<file path="src/common/bbc_defines.vh">
// constants for the bus backoff, address hold and cache control pin block
`ifndef BBC_DEFINES_VH
`define BBC_DEFINES_VH

// ----------------------------------------
// register byte offsets
// ----------------------------------------
`define BBC_OFS_CTRL 8'h00
`define BBC_OFS_BASE 8'h04
`define BBC_OFS_STATUS 8'h08
`define BBC_OFS_RESTART 8'h0C

// ----------------------------------------
// field positions and reset values
// ----------------------------------------
`define BBC_CTRL_PAGING 0
`define BBC_CTRL_CD 1
`define BBC_CTRL_RESET 32'h00000000
`define BBC_BASE_PWT 3
`define BBC_BASE_PCD 4
`define BBC_BASE_RESET 32'h00000000

// ----------------------------------------
// attribute source select and bus timing
// ----------------------------------------
`define BBC_SRC_PTE 2'h0
`define BBC_SRC_PDE 2'h1
`define BBC_SRC_BASE 2'h2
`define BBC_BURST_BEATS 4
`define BBC_SYNC_STAGES 2

`endif

</file>
<file path="src/logic/bbc_ctrl.v">
// bus backoff, address hold, invalidation, line fill, flush and page attribute pin logic
//
// The placing of the registers and register access over Wishbone were left to the implementer.
`timescale 1ns/1ns
// ----------------------------------------
// Behaviour
// - backoff sampled low floats bus next clock; here the bus floats on the third clock, behind the two synchroniser stages
// - backoff never raises hold acknowledge
// - backoff beats ready in the same clock
// - stay floated while backoff is asserted
// - interrupted bus cycle restarts after backoff
// - address hold floats address bus next clock; here it floats on the third clock, behind the two synchroniser stages
// - address hold floats only the address bus
// - external strobe invalidates line at pin address
// - cache enable before first ready starts fill
// - cache enable before last ready commits line
// - flush pulse flushes whole internal cache
// - paging on drives attributes from chosen entry
// - paging off zeroes write-through, cache disable follows cd bit
// - attributes timed with cycle definition outputs
// - attribute outputs undriven during bus hold
// - cache disable bit forces cache disable pin
// ----------------------------------------
`include "bbc_defines.vh"

module bbc_ctrl #(
   parameter AW = 30,
   parameter BEATS = `BBC_BURST_BEATS
) (
   input wire clk_i,
   input wire rst_i,
   // wishbone slave
   input wire wb_cyc_i,
   input wire wb_stb_i,
   input wire wb_we_i,
   input wire [7:0] wb_adr_i,
   input wire [3:0] wb_sel_i,
   input wire [31:0] wb_dat_i,
   output wire [31:0] wb_dat_o,
   output wire wb_ack_o,
   // pins from the system
   input wire bus_backoff_n_i,
   input wire address_hold_req_i,
   input wire external_address_strobe_n_i,
   input wire cacheable_enable_n_i,
   input wire flush_n_i,
   input wire ready_n_i,
   input wire burst_ready_n_i,
   input wire [AW-1:0] addr_i,
   // pins to the system
   output wire [AW-1:0] addr_o,
   output wire addr_oe_o,
   output wire addr_strobe_n_o,
   output wire write_read_o,
   output wire ctrl_oe_o,
   output wire data_oe_o,
   output wire hold_ack_o,
   output wire page_write_through_o,
   output wire page_cache_disable_o,
   output wire page_attr_oe_o,
   // core side, same clock
   input wire bus_hold_active_i,
   input wire cyc_req_i,
   input wire [AW-1:0] cyc_addr_i,
   input wire cyc_write_i,
   input wire cyc_cacheable_i,
   input wire [1:0] cyc_attr_src_i,
   input wire [1:0] pte_attr_i,
   input wire [1:0] pde_attr_i,
   output wire cyc_ack_o,
   output wire line_fill_o,
   output wire line_commit_o,
   output wire inval_req_o,
   output wire [AW-1:0] inval_addr_o,
   output wire flush_req_o
);

   // ----------------------------------------
   // states
   // ----------------------------------------
   localparam ST_IDLE = 2'h0;
   localparam ST_ADDR = 2'h1;
   localparam ST_DATA = 2'h2;
   localparam ST_BUS_BACKOFF_N = 2'h3;

   // ----------------------------------------
   // pin synchronisers
   // ----------------------------------------
   reg [6:0] pin_s1_r;
   reg [6:0] pin_s2_r;
   reg [AW-1:0] adr_s1_r;
   reg [AW-1:0] adr_s2_r;
   reg flush_prev_r;
   reg ken_prev_r;

   always @(posedge clk_i) begin
      if (rst_i) begin
         pin_s1_r <= 7'h7D;
         pin_s2_r <= 7'h7D;
         adr_s1_r <= {AW{1'b0}};
         adr_s2_r <= {AW{1'b0}};
         flush_prev_r <= 1'b1;
         ken_prev_r <= 1'b1;
      end else begin
         pin_s1_r <= {external_address_strobe_n_i, burst_ready_n_i, ready_n_i, flush_n_i,
                      cacheable_enable_n_i,
                      address_hold_req_i, bus_backoff_n_i};
         pin_s2_r <= pin_s1_r;
         adr_s1_r <= addr_i;
         adr_s2_r <= adr_s1_r;
         flush_prev_r <= pin_s2_r[3];
         ken_prev_r <= pin_s2_r[2];
      end
   end

   wire bus_backoff_n_s = ~pin_s2_r[0];
   wire address_hold_req_s = pin_s2_r[1];
   wire ken_s = ~ken_prev_r;
   wire flush_fall = flush_prev_r & ~pin_s2_r[3];
   wire ready_s = ~pin_s2_r[4] | ~pin_s2_r[5];
   wire ext_strobe_n_s = pin_s2_r[6];

   // ----------------------------------------
   // registers
   // ----------------------------------------
   reg [31:0] ctrl_r;
   reg [31:0] base_r;
   reg [15:0] restart_cnt_r;
   reg [31:0] wb_dat_r;
   reg wb_ack_r;

   wire paging_en = ctrl_r[`BBC_CTRL_PAGING];
   wire cd_bit = ctrl_r[`BBC_CTRL_CD];

   function [31:0] bbc_merge;
      input [31:0] old_v;
      input [31:0] new_v;
      input [3:0] sel;
      integer i;
      begin
         bbc_merge = old_v;
         for (i = 0; i < 4; i = i + 1) begin
            if (sel[i]) begin
               bbc_merge[i*8 +: 8] = new_v[i*8 +: 8];
            end
         end
      end
   endfunction

   // ----------------------------------------
   // bus cycle state
   // ----------------------------------------
   reg [1:0] state_r;
   reg [1:0] state_nxt;
   reg restart_r;
   reg [AW-1:0] addr_r;
   reg write_r;
   reg cacheable_r;
   reg fill_r;
   reg [1:0] beat_r;
   reg pwt_r;
   reg pcd_r;
   reg ads_n_r;
   reg addr_oe_r;
   reg ctrl_oe_r;
   reg data_oe_r;
   reg hold_ack_r;
   reg attr_oe_r;
   reg pwt_pin_r;
   reg pcd_pin_r;
   reg wr_pin_r;
   reg cyc_ack_r;
   reg line_fill_r;
   reg line_commit_r;
   reg inval_req_r;
   reg [AW-1:0] inval_addr_r;
   reg flush_req_r;

   // effective attributes for the request now offered
   reg [1:0] src_attr;
   always @* begin
      if (cyc_attr_src_i == `BBC_SRC_PTE) begin
         src_attr = pte_attr_i;
      end else if (cyc_attr_src_i == `BBC_SRC_PDE) begin
         src_attr = pde_attr_i;
      end else begin
         src_attr = {base_r[`BBC_BASE_PCD], base_r[`BBC_BASE_PWT]};
      end
   end
   wire eff_pwt = paging_en & src_attr[0];
   wire eff_pcd = paging_en & src_attr[1];

   wire floated = bus_backoff_n_s | bus_hold_active_i;
   wire start_ok = cyc_req_i & ~cyc_ack_r & ~floated & ~address_hold_req_s;
   wire last_beat = ~fill_r | (beat_r == BEATS[1:0] - 2'h1);
   wire first_fill = (beat_r == 2'h0) & cacheable_r & ken_s;

   always @* begin
      state_nxt = state_r;
      if (bus_backoff_n_s) begin
         state_nxt = ST_BUS_BACKOFF_N;
      end else begin
         case (state_r)
            ST_IDLE: begin
               if (start_ok) begin
                  state_nxt = ST_ADDR;
               end
            end
            ST_ADDR: begin
               state_nxt = ST_DATA;
            end
            ST_DATA: begin
               if (ready_s & (beat_r == 2'h0 ? ~first_fill : last_beat)) begin
                  state_nxt = ST_IDLE;
               end
            end
            default: begin
               state_nxt = restart_r ? ST_ADDR : ST_IDLE;
            end
         endcase
      end
   end

   always @(posedge clk_i) begin
      if (rst_i) begin
         state_r <= ST_IDLE;
         restart_r <= 1'b0;
         addr_r <= {AW{1'b0}};
         write_r <= 1'b0;
         cacheable_r <= 1'b0;
         fill_r <= 1'b0;
         beat_r <= 2'h0;
         pwt_r <= 1'b0;
         pcd_r <= 1'b0;
         restart_cnt_r <= 16'h0000;
         cyc_ack_r <= 1'b0;
         line_fill_r <= 1'b0;
         line_commit_r <= 1'b0;
      end else begin
         state_r <= state_nxt;
         cyc_ack_r <= 1'b0;
         line_commit_r <= 1'b0;
         if (state_r == ST_IDLE && state_nxt == ST_ADDR) begin
            addr_r <= cyc_addr_i;
            write_r <= cyc_write_i;
            cacheable_r <= cyc_cacheable_i & ~cyc_write_i & ~eff_pcd & ~cd_bit;
            pwt_r <= eff_pwt;
            pcd_r <= eff_pcd | cd_bit;
         end
         if (bus_backoff_n_s) begin
            // a ready in the same clock is dropped and the cycle begins again
            if (state_r == ST_ADDR || state_r == ST_DATA) begin
               restart_r <= 1'b1;
               restart_cnt_r <= restart_cnt_r + 16'h0001;
            end
            fill_r <= 1'b0;
            line_fill_r <= 1'b0;
            beat_r <= 2'h0;
         end else if (state_r == ST_BUS_BACKOFF_N) begin
            restart_r <= 1'b0;
         end else if (state_r == ST_DATA && ready_s) begin
            if (beat_r == 2'h0 && first_fill) begin
               fill_r <= 1'b1;
               line_fill_r <= 1'b1;
               beat_r <= 2'h1;
            end else if (fill_r && !last_beat) begin
               beat_r <= beat_r + 2'h1;
            end else begin
               line_commit_r <= fill_r & ken_s;
               fill_r <= 1'b0;
               line_fill_r <= 1'b0;
               beat_r <= 2'h0;
               cyc_ack_r <= 1'b1;
            end
         end
      end
   end

   // ----------------------------------------
   // pin drive and cache requests
   // ----------------------------------------
   always @(posedge clk_i) begin
      if (rst_i) begin
         ads_n_r <= 1'b1;
         addr_oe_r <= 1'b0;
         ctrl_oe_r <= 1'b0;
         data_oe_r <= 1'b0;
         hold_ack_r <= 1'b0;
         attr_oe_r <= 1'b0;
         pwt_pin_r <= 1'b0;
         pcd_pin_r <= 1'b0;
         wr_pin_r <= 1'b0;
         inval_req_r <= 1'b0;
         inval_addr_r <= {AW{1'b0}};
         flush_req_r <= 1'b0;
      end else begin
         ads_n_r <= ~(state_nxt == ST_ADDR);
         addr_oe_r <= ~floated & ~address_hold_req_s;
         ctrl_oe_r <= ~floated;
         data_oe_r <= ~floated & write_r & (state_nxt == ST_DATA);
         attr_oe_r <= ~floated;
         hold_ack_r <= bus_hold_active_i;
         if (state_nxt == ST_ADDR) begin
            // definition outputs and attributes change together
            wr_pin_r <= (state_r == ST_IDLE) ? cyc_write_i : write_r;
            pwt_pin_r <= (state_r == ST_IDLE) ? eff_pwt : pwt_r;
            pcd_pin_r <= (state_r == ST_IDLE) ? (eff_pcd | cd_bit) : pcd_r;
         end
         // strobe is honoured only while our address drivers are off
         inval_req_r <= ~addr_oe_r & (address_hold_req_s | floated) & ~ext_strobe_n_s;
         if (~addr_oe_r & (address_hold_req_s | floated) & ~ext_strobe_n_s) begin
            inval_addr_r <= adr_s2_r;
         end
         flush_req_r <= flush_fall;
      end
   end

   // ----------------------------------------
   // wishbone slave
   // ----------------------------------------
   always @(posedge clk_i) begin
      if (rst_i) begin
         ctrl_r <= `BBC_CTRL_RESET;
         base_r <= `BBC_BASE_RESET;
         wb_ack_r <= 1'b0;
         wb_dat_r <= 32'h00000000;
      end else begin
         wb_ack_r <= wb_cyc_i & wb_stb_i & ~wb_ack_r;
         wb_dat_r <= 32'h00000000;
         if (wb_cyc_i && wb_stb_i && !wb_ack_r) begin
            if (wb_adr_i == `BBC_OFS_CTRL) begin
               if (wb_we_i) begin
                  ctrl_r <= bbc_merge(ctrl_r, wb_dat_i, wb_sel_i) & 32'h00000003;
               end
               wb_dat_r <= ctrl_r;
            end else if (wb_adr_i == `BBC_OFS_BASE) begin
               if (wb_we_i) begin
                  base_r <= bbc_merge(base_r, wb_dat_i, wb_sel_i) & 32'h00000018;
               end
               wb_dat_r <= base_r;
            end else if (wb_adr_i == `BBC_OFS_STATUS) begin
               wb_dat_r <= {24'h000000, state_r, line_fill_r, restart_r, address_hold_req_s,
                            bus_hold_active_i, bus_backoff_n_s, ~addr_oe_r};
            end else if (wb_adr_i == `BBC_OFS_RESTART) begin
               wb_dat_r <= {16'h0000, restart_cnt_r};
            end
         end
      end
   end

   // ----------------------------------------
   // outputs
   // ----------------------------------------
   assign wb_dat_o = wb_dat_r;
   assign wb_ack_o = wb_ack_r;
   assign addr_o = addr_r;
   assign addr_oe_o = addr_oe_r;
   assign addr_strobe_n_o = ads_n_r;
   assign write_read_o = wr_pin_r;
   assign ctrl_oe_o = ctrl_oe_r;
   assign data_oe_o = data_oe_r;
   assign hold_ack_o = hold_ack_r;
   assign page_write_through_o = pwt_pin_r;
   assign page_cache_disable_o = pcd_pin_r;
   assign page_attr_oe_o = attr_oe_r;
   assign cyc_ack_o = cyc_ack_r;
   assign line_fill_o = line_fill_r;
   assign line_commit_o = line_commit_r;
   assign inval_req_o = inval_req_r;
   assign inval_addr_o = inval_addr_r;
   assign flush_req_o = flush_req_r;

endmodule

</file>
<file path="config.mk">
export PLATFORM = sky130hd
export DESIGN_NAME = bbc_ctrl
export DESIGN_NICKNAME = d
export VERILOG_FILES = /design/src/logic/bbc_ctrl.v
export VERILOG_INCLUDE_DIRS = /design/src /design/src/common
export SDC_FILE = /design/constraint.sdc
export NUM_CORES = 1
export LEC_CHECK = 0
export ABC_AREA = 1
export ABC_CLOCK_PERIOD_IN_PS = 2100
export BUFFER_PORTS_ARGS = -buffer_cell sky130_fd_sc_hd__buf_2
export CAP_MARGIN = 0
export CORE_ASPECT_RATIO = 0.9
export CORE_MARGIN = 8
export CORE_UTILIZATION = 35
export DETAILED_ROUTE_END_ITERATION = 7
export GPL_TIMING_DRIVEN = 0
export PLACE_DENSITY = 0.65
export REMOVE_ABC_BUFFERS = 1
export SLEW_MARGIN = 30
export SYNTH_ARGS = -nofsm -noshare
export SYNTH_HDL_FRONTEND = slang
export SYNTH_SLANG_ARGS = --single-unit
</file>
<file path="constraint.sdc">
create_clock -name clk_i -period 2.1 [get_ports clk_i]
set_clock_uncertainty 0.15 [all_clocks]
set_input_delay 0.21 -clock clk_i [delete_from_list [all_inputs] [get_ports clk_i]]
set_output_delay 0.21 -clock clk_i [all_outputs]
set_load 0.01 [all_outputs]
</file>
# After elaboration in Yosys (flattened, before gate mapping)
# Index checks and enable logic that the tools add are counted.
[totals]
reg_bits = 211
input_bits = 126
output_inout_bits = 107
wordCells = 149
[classes]
n_addsub = 2
eq_ne = 12
mux = 23
bitwise = 47
n_reduce_logical = 28
[ops]
columns = ["cell", "n"]
rows = [
  ["1-bit inverter", 22],
  ["1-bit AND", 20],
  ["16-bit by 1-bit adder with 16-bit output (second input constant)", 1],
  ["8-bit by 4-bit == test with 1-bit output (second input constant)", 2],
  ["2-bit two-way mux", 8],
  ["8-bit two-way mux", 2],
  ["6-bit OR reduction", 2],
  ["1-bit two-way mux", 11],
  ["5-bit OR reduction", 2],
  ["2-bit == test (second input constant)", 4],
  ["8-bit by 3-bit == test with 1-bit output (second input constant)", 1],
  ["8-bit zero test", 1],
  ["2-bit by 1-bit == test with 1-bit output (second input constant)", 3],
  ["1-bit logical AND", 6],
  ["2-bit zero test", 3],
  ["2-bit case mux with 3 select lines", 1],
  ["2-bit AND reduction", 3],
  ["5-bit two-way mux", 1],
  ["1-bit bitwise OR", 5],
  ["5-bit AND reduction", 1],
  ["4-bit AND reduction", 1],
  ["2-bit OR reduction", 2],
  ["4-bit OR reduction", 1],
  ["3-bit AND reduction", 1],
  ["other kinds (7)", 8],
]

# Longest topological paths before layout
[logic_depth]
ltp_word = 11
mapped_depth = 14
ltp_nobuf = 14

# Worst setup path after synthesis
# Ideal clock, no wire load.
[synth_timing]
path_type = "reg2reg"
from = "register state_r[0]"
to = "register restart_cnt_r[10]"
setup_time_ns = 0.080
arrival_ns = 1.700
required_time_ns = 1.870
setup_slack_ns = 0.170
path_stages_with_launch = 12
n_path_buf = 0
synth_period_minus_slack_ns = 1.930
cell_sequence = "dfxtp_1 > inv_1 > ha_1 > inv_1 > nor2_1 > nand2_1 > nor2_1 > nand2_1 > nor3_2 > nand3_1 > o21ai_1 > nor3b_1"
[synth_via]
elab_chain_cells = 3
elab_cells_between_ends = 4
cone_classes = "eq/ne: 2; reduce/logical: 2"
[synth_lines]
columns = ["item", "line_no", "text"]
rows = [
  ["from (decl)", "bbc_ctrl.v:153", "reg [1:0] state_r;"],
  ["from (signal assigned)", "bbc_ctrl.v:240", "state_r <= state_nxt;"],
  ["2-bit by 1-bit == test with 1-bit output / 2-bit == test (equally long branches)", "bbc_ctrl.v:252", "if (state_r == ST_ADDR || state_r == ST_DATA) begin"],
  ["1-bit logical OR *", "bbc_ctrl.v:252", ""],
  ["2-bit AND reduction (no line) *", "--", ""],
  ["to (signal assigned)", "bbc_ctrl.v:254", "restart_cnt_r <= restart_cnt_r + 16'h0001;"],
  ["to (decl)", "bbc_ctrl.v:128", "reg [15:0] restart_cnt_r;"],
]
# Every way passes the cells marked *; elsewhere a longest branch is shown, timed or not.
# A chain may end at the register's enable or synchronous reset.

# Final worst setup path
# Same ends and word-level chain as after synthesis.

==> run_results.csv <==
group,metric,value,unit
outcome,outcome,"complete, no violations",
worst_setup_path,crit_buf_inv,2,
worst_setup_path,slowest_stage,"dfxtp_4",
global_route,antenna_found_initial,2,
final_layout,multi_input_area,2570,sq um
floorplan,die_x,165,um
logic_synthesis,yosys.area_share.simple,0.227,
logic_synthesis,synth_area_per_cell,8.18,sq um
logic_synthesis,synth_cell_types,35,
timing,hold_viol_final,0,
clock_network,clock_path_buffers,2,
clock_network,ctsHtreeMaxLevel,4,
timing,rsz0062_at_grt,"true",
timing,tightest_slew,0.571,ns
logic_synthesis,yosysWarnings,0,
drt,postRouteWirelength,19300,um
timing,period_share,0.950,
floorplan,row_count,49,
floorplan,die_h,150,um
power,vdd_drop_max,0.525,mV
drt,post_drt_wl_per_cell,13.9,um
final_layout,seqCellArea,3910,sq um
placement,pre_cts_ws,-0.493,ns
logic_synthesis,yosysSeqAreaShare,0.556,
timing,timing.final.ws_setup,0.105,ns
floorplan,coreArea,19800,sq um
floorplan,dieArea,24800,sq um
final_layout,layout_commonest_cell,"dfxtp_1",
worst_setup_path,cp.arrival,2.16,ns
clock_network,insertion_delay,0.43,ns
final_layout,instances_no_fill,1389,
placement,dp.final_hpwl,11600,um
drt,drt_first_pass_iters,6,
drt,via_per_inst,4.51,
placement,numPlacedInstances,1258,
worst_setup_path,required,2.27,ns
global_route,first_global_vias,6182,
final_layout,syn2layout_area_growth,40.2,%
logic_synthesis,synth_top_family_by_area,"simple AND/OR/NAND/NOR gates",
floorplan,start_util,0.354,
logic_synthesis,ys_ff_latch,195,
clock_network,cts_tree,"done",
logic_synthesis,syn_inst,858,
timing,setup_viol,0,
logic_synthesis,synth_area,7020,sq um
logic_synthesis,synth_compound_area_frac,0.0863,
timing,clock.fmax,501,MHz
clock_network,clk_pin_slew,0.08,ns
global_route,grt-ovfl-total,0,
clock_network,cts_num_sinks,195,
drt,vias,6264,
job,maxCapViolCount,0,
final_layout,drive_gt1_frac,0.254,
placement,gp_congestion,0.849,
logic_synthesis,synth_area_leaders,"dfxtp_1 56%, nor2_1 9.3%, inv_1 6.5%, nand2_1 4.5%, o21ai_0 3.9%",
final_layout,final_cell_mix,"191 x dfxtp_1, 184 x buf_2, 170 x nor2_1",
logic_synthesis,synth.top_cell.area_share,0.556,
power,power_leakage,4.55,nW
drt,ant_nets,0,
timing,slew_headroom,0.616,
worst_setup_path,regToRegStartpoint,"state_r[0]$_SDFF_PP0_",
worst_setup_path,path_max_fanout,4,
worst_setup_path,regToRegSetupSlack,0.11,ns
logic_synthesis,synthMuxAreaShare,0,
logic_synthesis,synth_xor_area_frac,0.00125,
power,p_per_area,862,nW/um^2
worst_setup_path,critPathMaxStageDelay,0.37,ns
timing,period_needed,1.99,ns
placement,portBuffers,185,
logic_synthesis,synthAdderAreaFrac,0.0125,
logic_synthesis,yosysTopAreaCell,"dfxtp_1",
global_route,grt_max_degree,86,
final_layout,final_net_count,1251,
timing,tns,0,ns
global_route,grtUsageTotal,0.153,
worst_setup_path,startpoint_type,"register",
floorplan,ioPinCount,233,
worst_setup_path,rr_worst_depth,11,
drt,drt_iter0_drc,313,
timing,report.final.slew_viol_count,0,
worst_setup_path,crit_path_end,"restart_cnt_r[10]$_SDFFE_PP0P_",
worst_setup_path,timing.rr.end,"restart_cnt_r[10]$_SDFFE_PP0P_",
worst_setup_path,startpoint,"state_r[0]$_SDFF_PP0_",
worst_setup_path,crit_family,"simple AND/OR/NAND/NOR gates",
global_route,grt_first_pass_wirelength,30200,um
clock_network,numCtsBuffers,17,
worst_setup_path,worst-path-stages,11,
drt,post-route-drc-count,0,
clock_network,root_buffer,"clkbuf_16",
hold_path,whs_path_depth,5,
hold_path,worstHoldPathType,"input port to register",
worst_setup_path,end_kind,"register",
final_layout,nFillCells,1896,
worst_setup_path,cp_cell_sequence,"inv_2 -> ha_4 -> inv_1 -> nor2_4 -> nand2_2 -> nor2_4 -> nand2_2 -> nor3_4 -> nand3_2 -> nor3_1 -> nor3b_2",
worst_setup_path,crit_type,"register to register",
==> layer usage <==
layer | up-vias | routed length (um) | GRT usage
met2 | 183 | 9250 | 0.245
met4 | 0 | 350 | 0.0590
li1 | 3199 | - | -
met5 | - | 0 | 0
met3 | 26 | 1390 | 0.0539
met1 | 2856 | 8270 | 0.184
==> synth_stat cells <==
cell type,instances
nor4_2,1
inv_2,1
o21a_1,1
nor3_1,10
conb_1,1
nand2_1,85
nor3b_1,1
nand3_4,2
nand2_4,1
o22ai_1,4
nor3_4,1
buf_6,7
o21ai_1,1
a21oi_1,51
inv_1,122
buf_4,21
nor2_1,173
nor3_2,1
buf_2,2
nor4_1,4
a211oi_1,1
nor2_2,1
xor2_1,1
o211ai_1,1
clkbuf_1,28
nand4_1,36
a31oi_1,3
nand3_1,22
nand2_2,2
o21ai_0,54
or2_2,15
dfxtp_1,195
nand3_2,1
a221oi_1,1
ha_1,7
==> final cells by class <==
cell class              instances  share of cell area
flip-flops and latches        195               0.398
multi-input cells             503               0.261
repair buffers                278               0.197
inverters                     123              0.0472
clock buffers                  17              0.0432
well taps                     255              0.0324
clock inverters                15              0.0205
diodes                          3            0.000763
==> timing repair <==
action,CTS,global route
hold buffers,80,0
gates resized for setup,15,26
hold endpoints to repair,85,0
buffers inserted,4,6
endpoints found under the setup margin,73,75
pin swaps,5,11
cloned,6,0
==> where the power goes <==
part           switching, W  internal [W]
Clock               0.00170       0.00165
Combinational      0.000685      0.000511
Sequential        0.0000740       0.00387
==> cells by family (layout without fill, tap and decap cells) <==
| group | Yosys count | in the layout |
|---|---|---|
| other cells | 1 | 19 |
| fa+ha+maj | 7 | 7 |
| simple gates | 356 | 362 |
| buf+inv | 181 | 433 |
| xor+xnor | 1 | 1 |
| flops | 195 | 195 |
| compound gates | 117 | 117 |
==> tightest hold or removal path, delay by kind of cell <==
family,cells,cell delay [ns]
AND/OR/NAND/NOR,4,0.27
buffers and inverters,1,0.08
==> registers in the layout, summed over array words and instances, names as in the netlist, 7 cells and up <==
name           count
pin_s1_r           7
addr_o            30
adr_s1_r          30
restart_cnt_r     16
inval_addr_o      30
pin_s2_r           7
adr_s2_r          30
wb_dat_o          16
==> metrics by stage <==
step	cell area, sq um	utilization	power [W]	hold slack (ns)
after floorplan	6720	-	0.00448	0.129
after global placement	7970	0.402	0.00484	0.239
after detailed placement	8060	0.407	0.00488	0.243
after CTS	9680	0.489	0.00851	0.00437
after global routing	9840	0.497	0.00887	0.0176
final	9840	0.497	0.00848	0.0273
==> worst min path at each step <==
stage | startpoint | end | slack [ns]
global route | wb_adr_i[3] | wb_dat_o[4]$_SDFF_PP0_ | 0.02
floorplan | rst_i | addr_o[0]$_SDFFE_PP0P_ | 0.13
global placement | adr_s1_r[15]$_SDFF_PP0_ | adr_s2_r[15]$_SDFF_PP0_ | 0.24
finish | cyc_cacheable_i | cacheable_r$_SDFFE_PP0P_ | 0.03
CTS | cyc_cacheable_i | cacheable_r$_SDFFE_PP0P_ | 0.004
detailed placement | adr_s1_r[9]$_SDFF_PP0_ | adr_s2_r[9]$_SDFF_PP0_ | 0.24
Note: power is estimated with default switching activity, not from simulation.
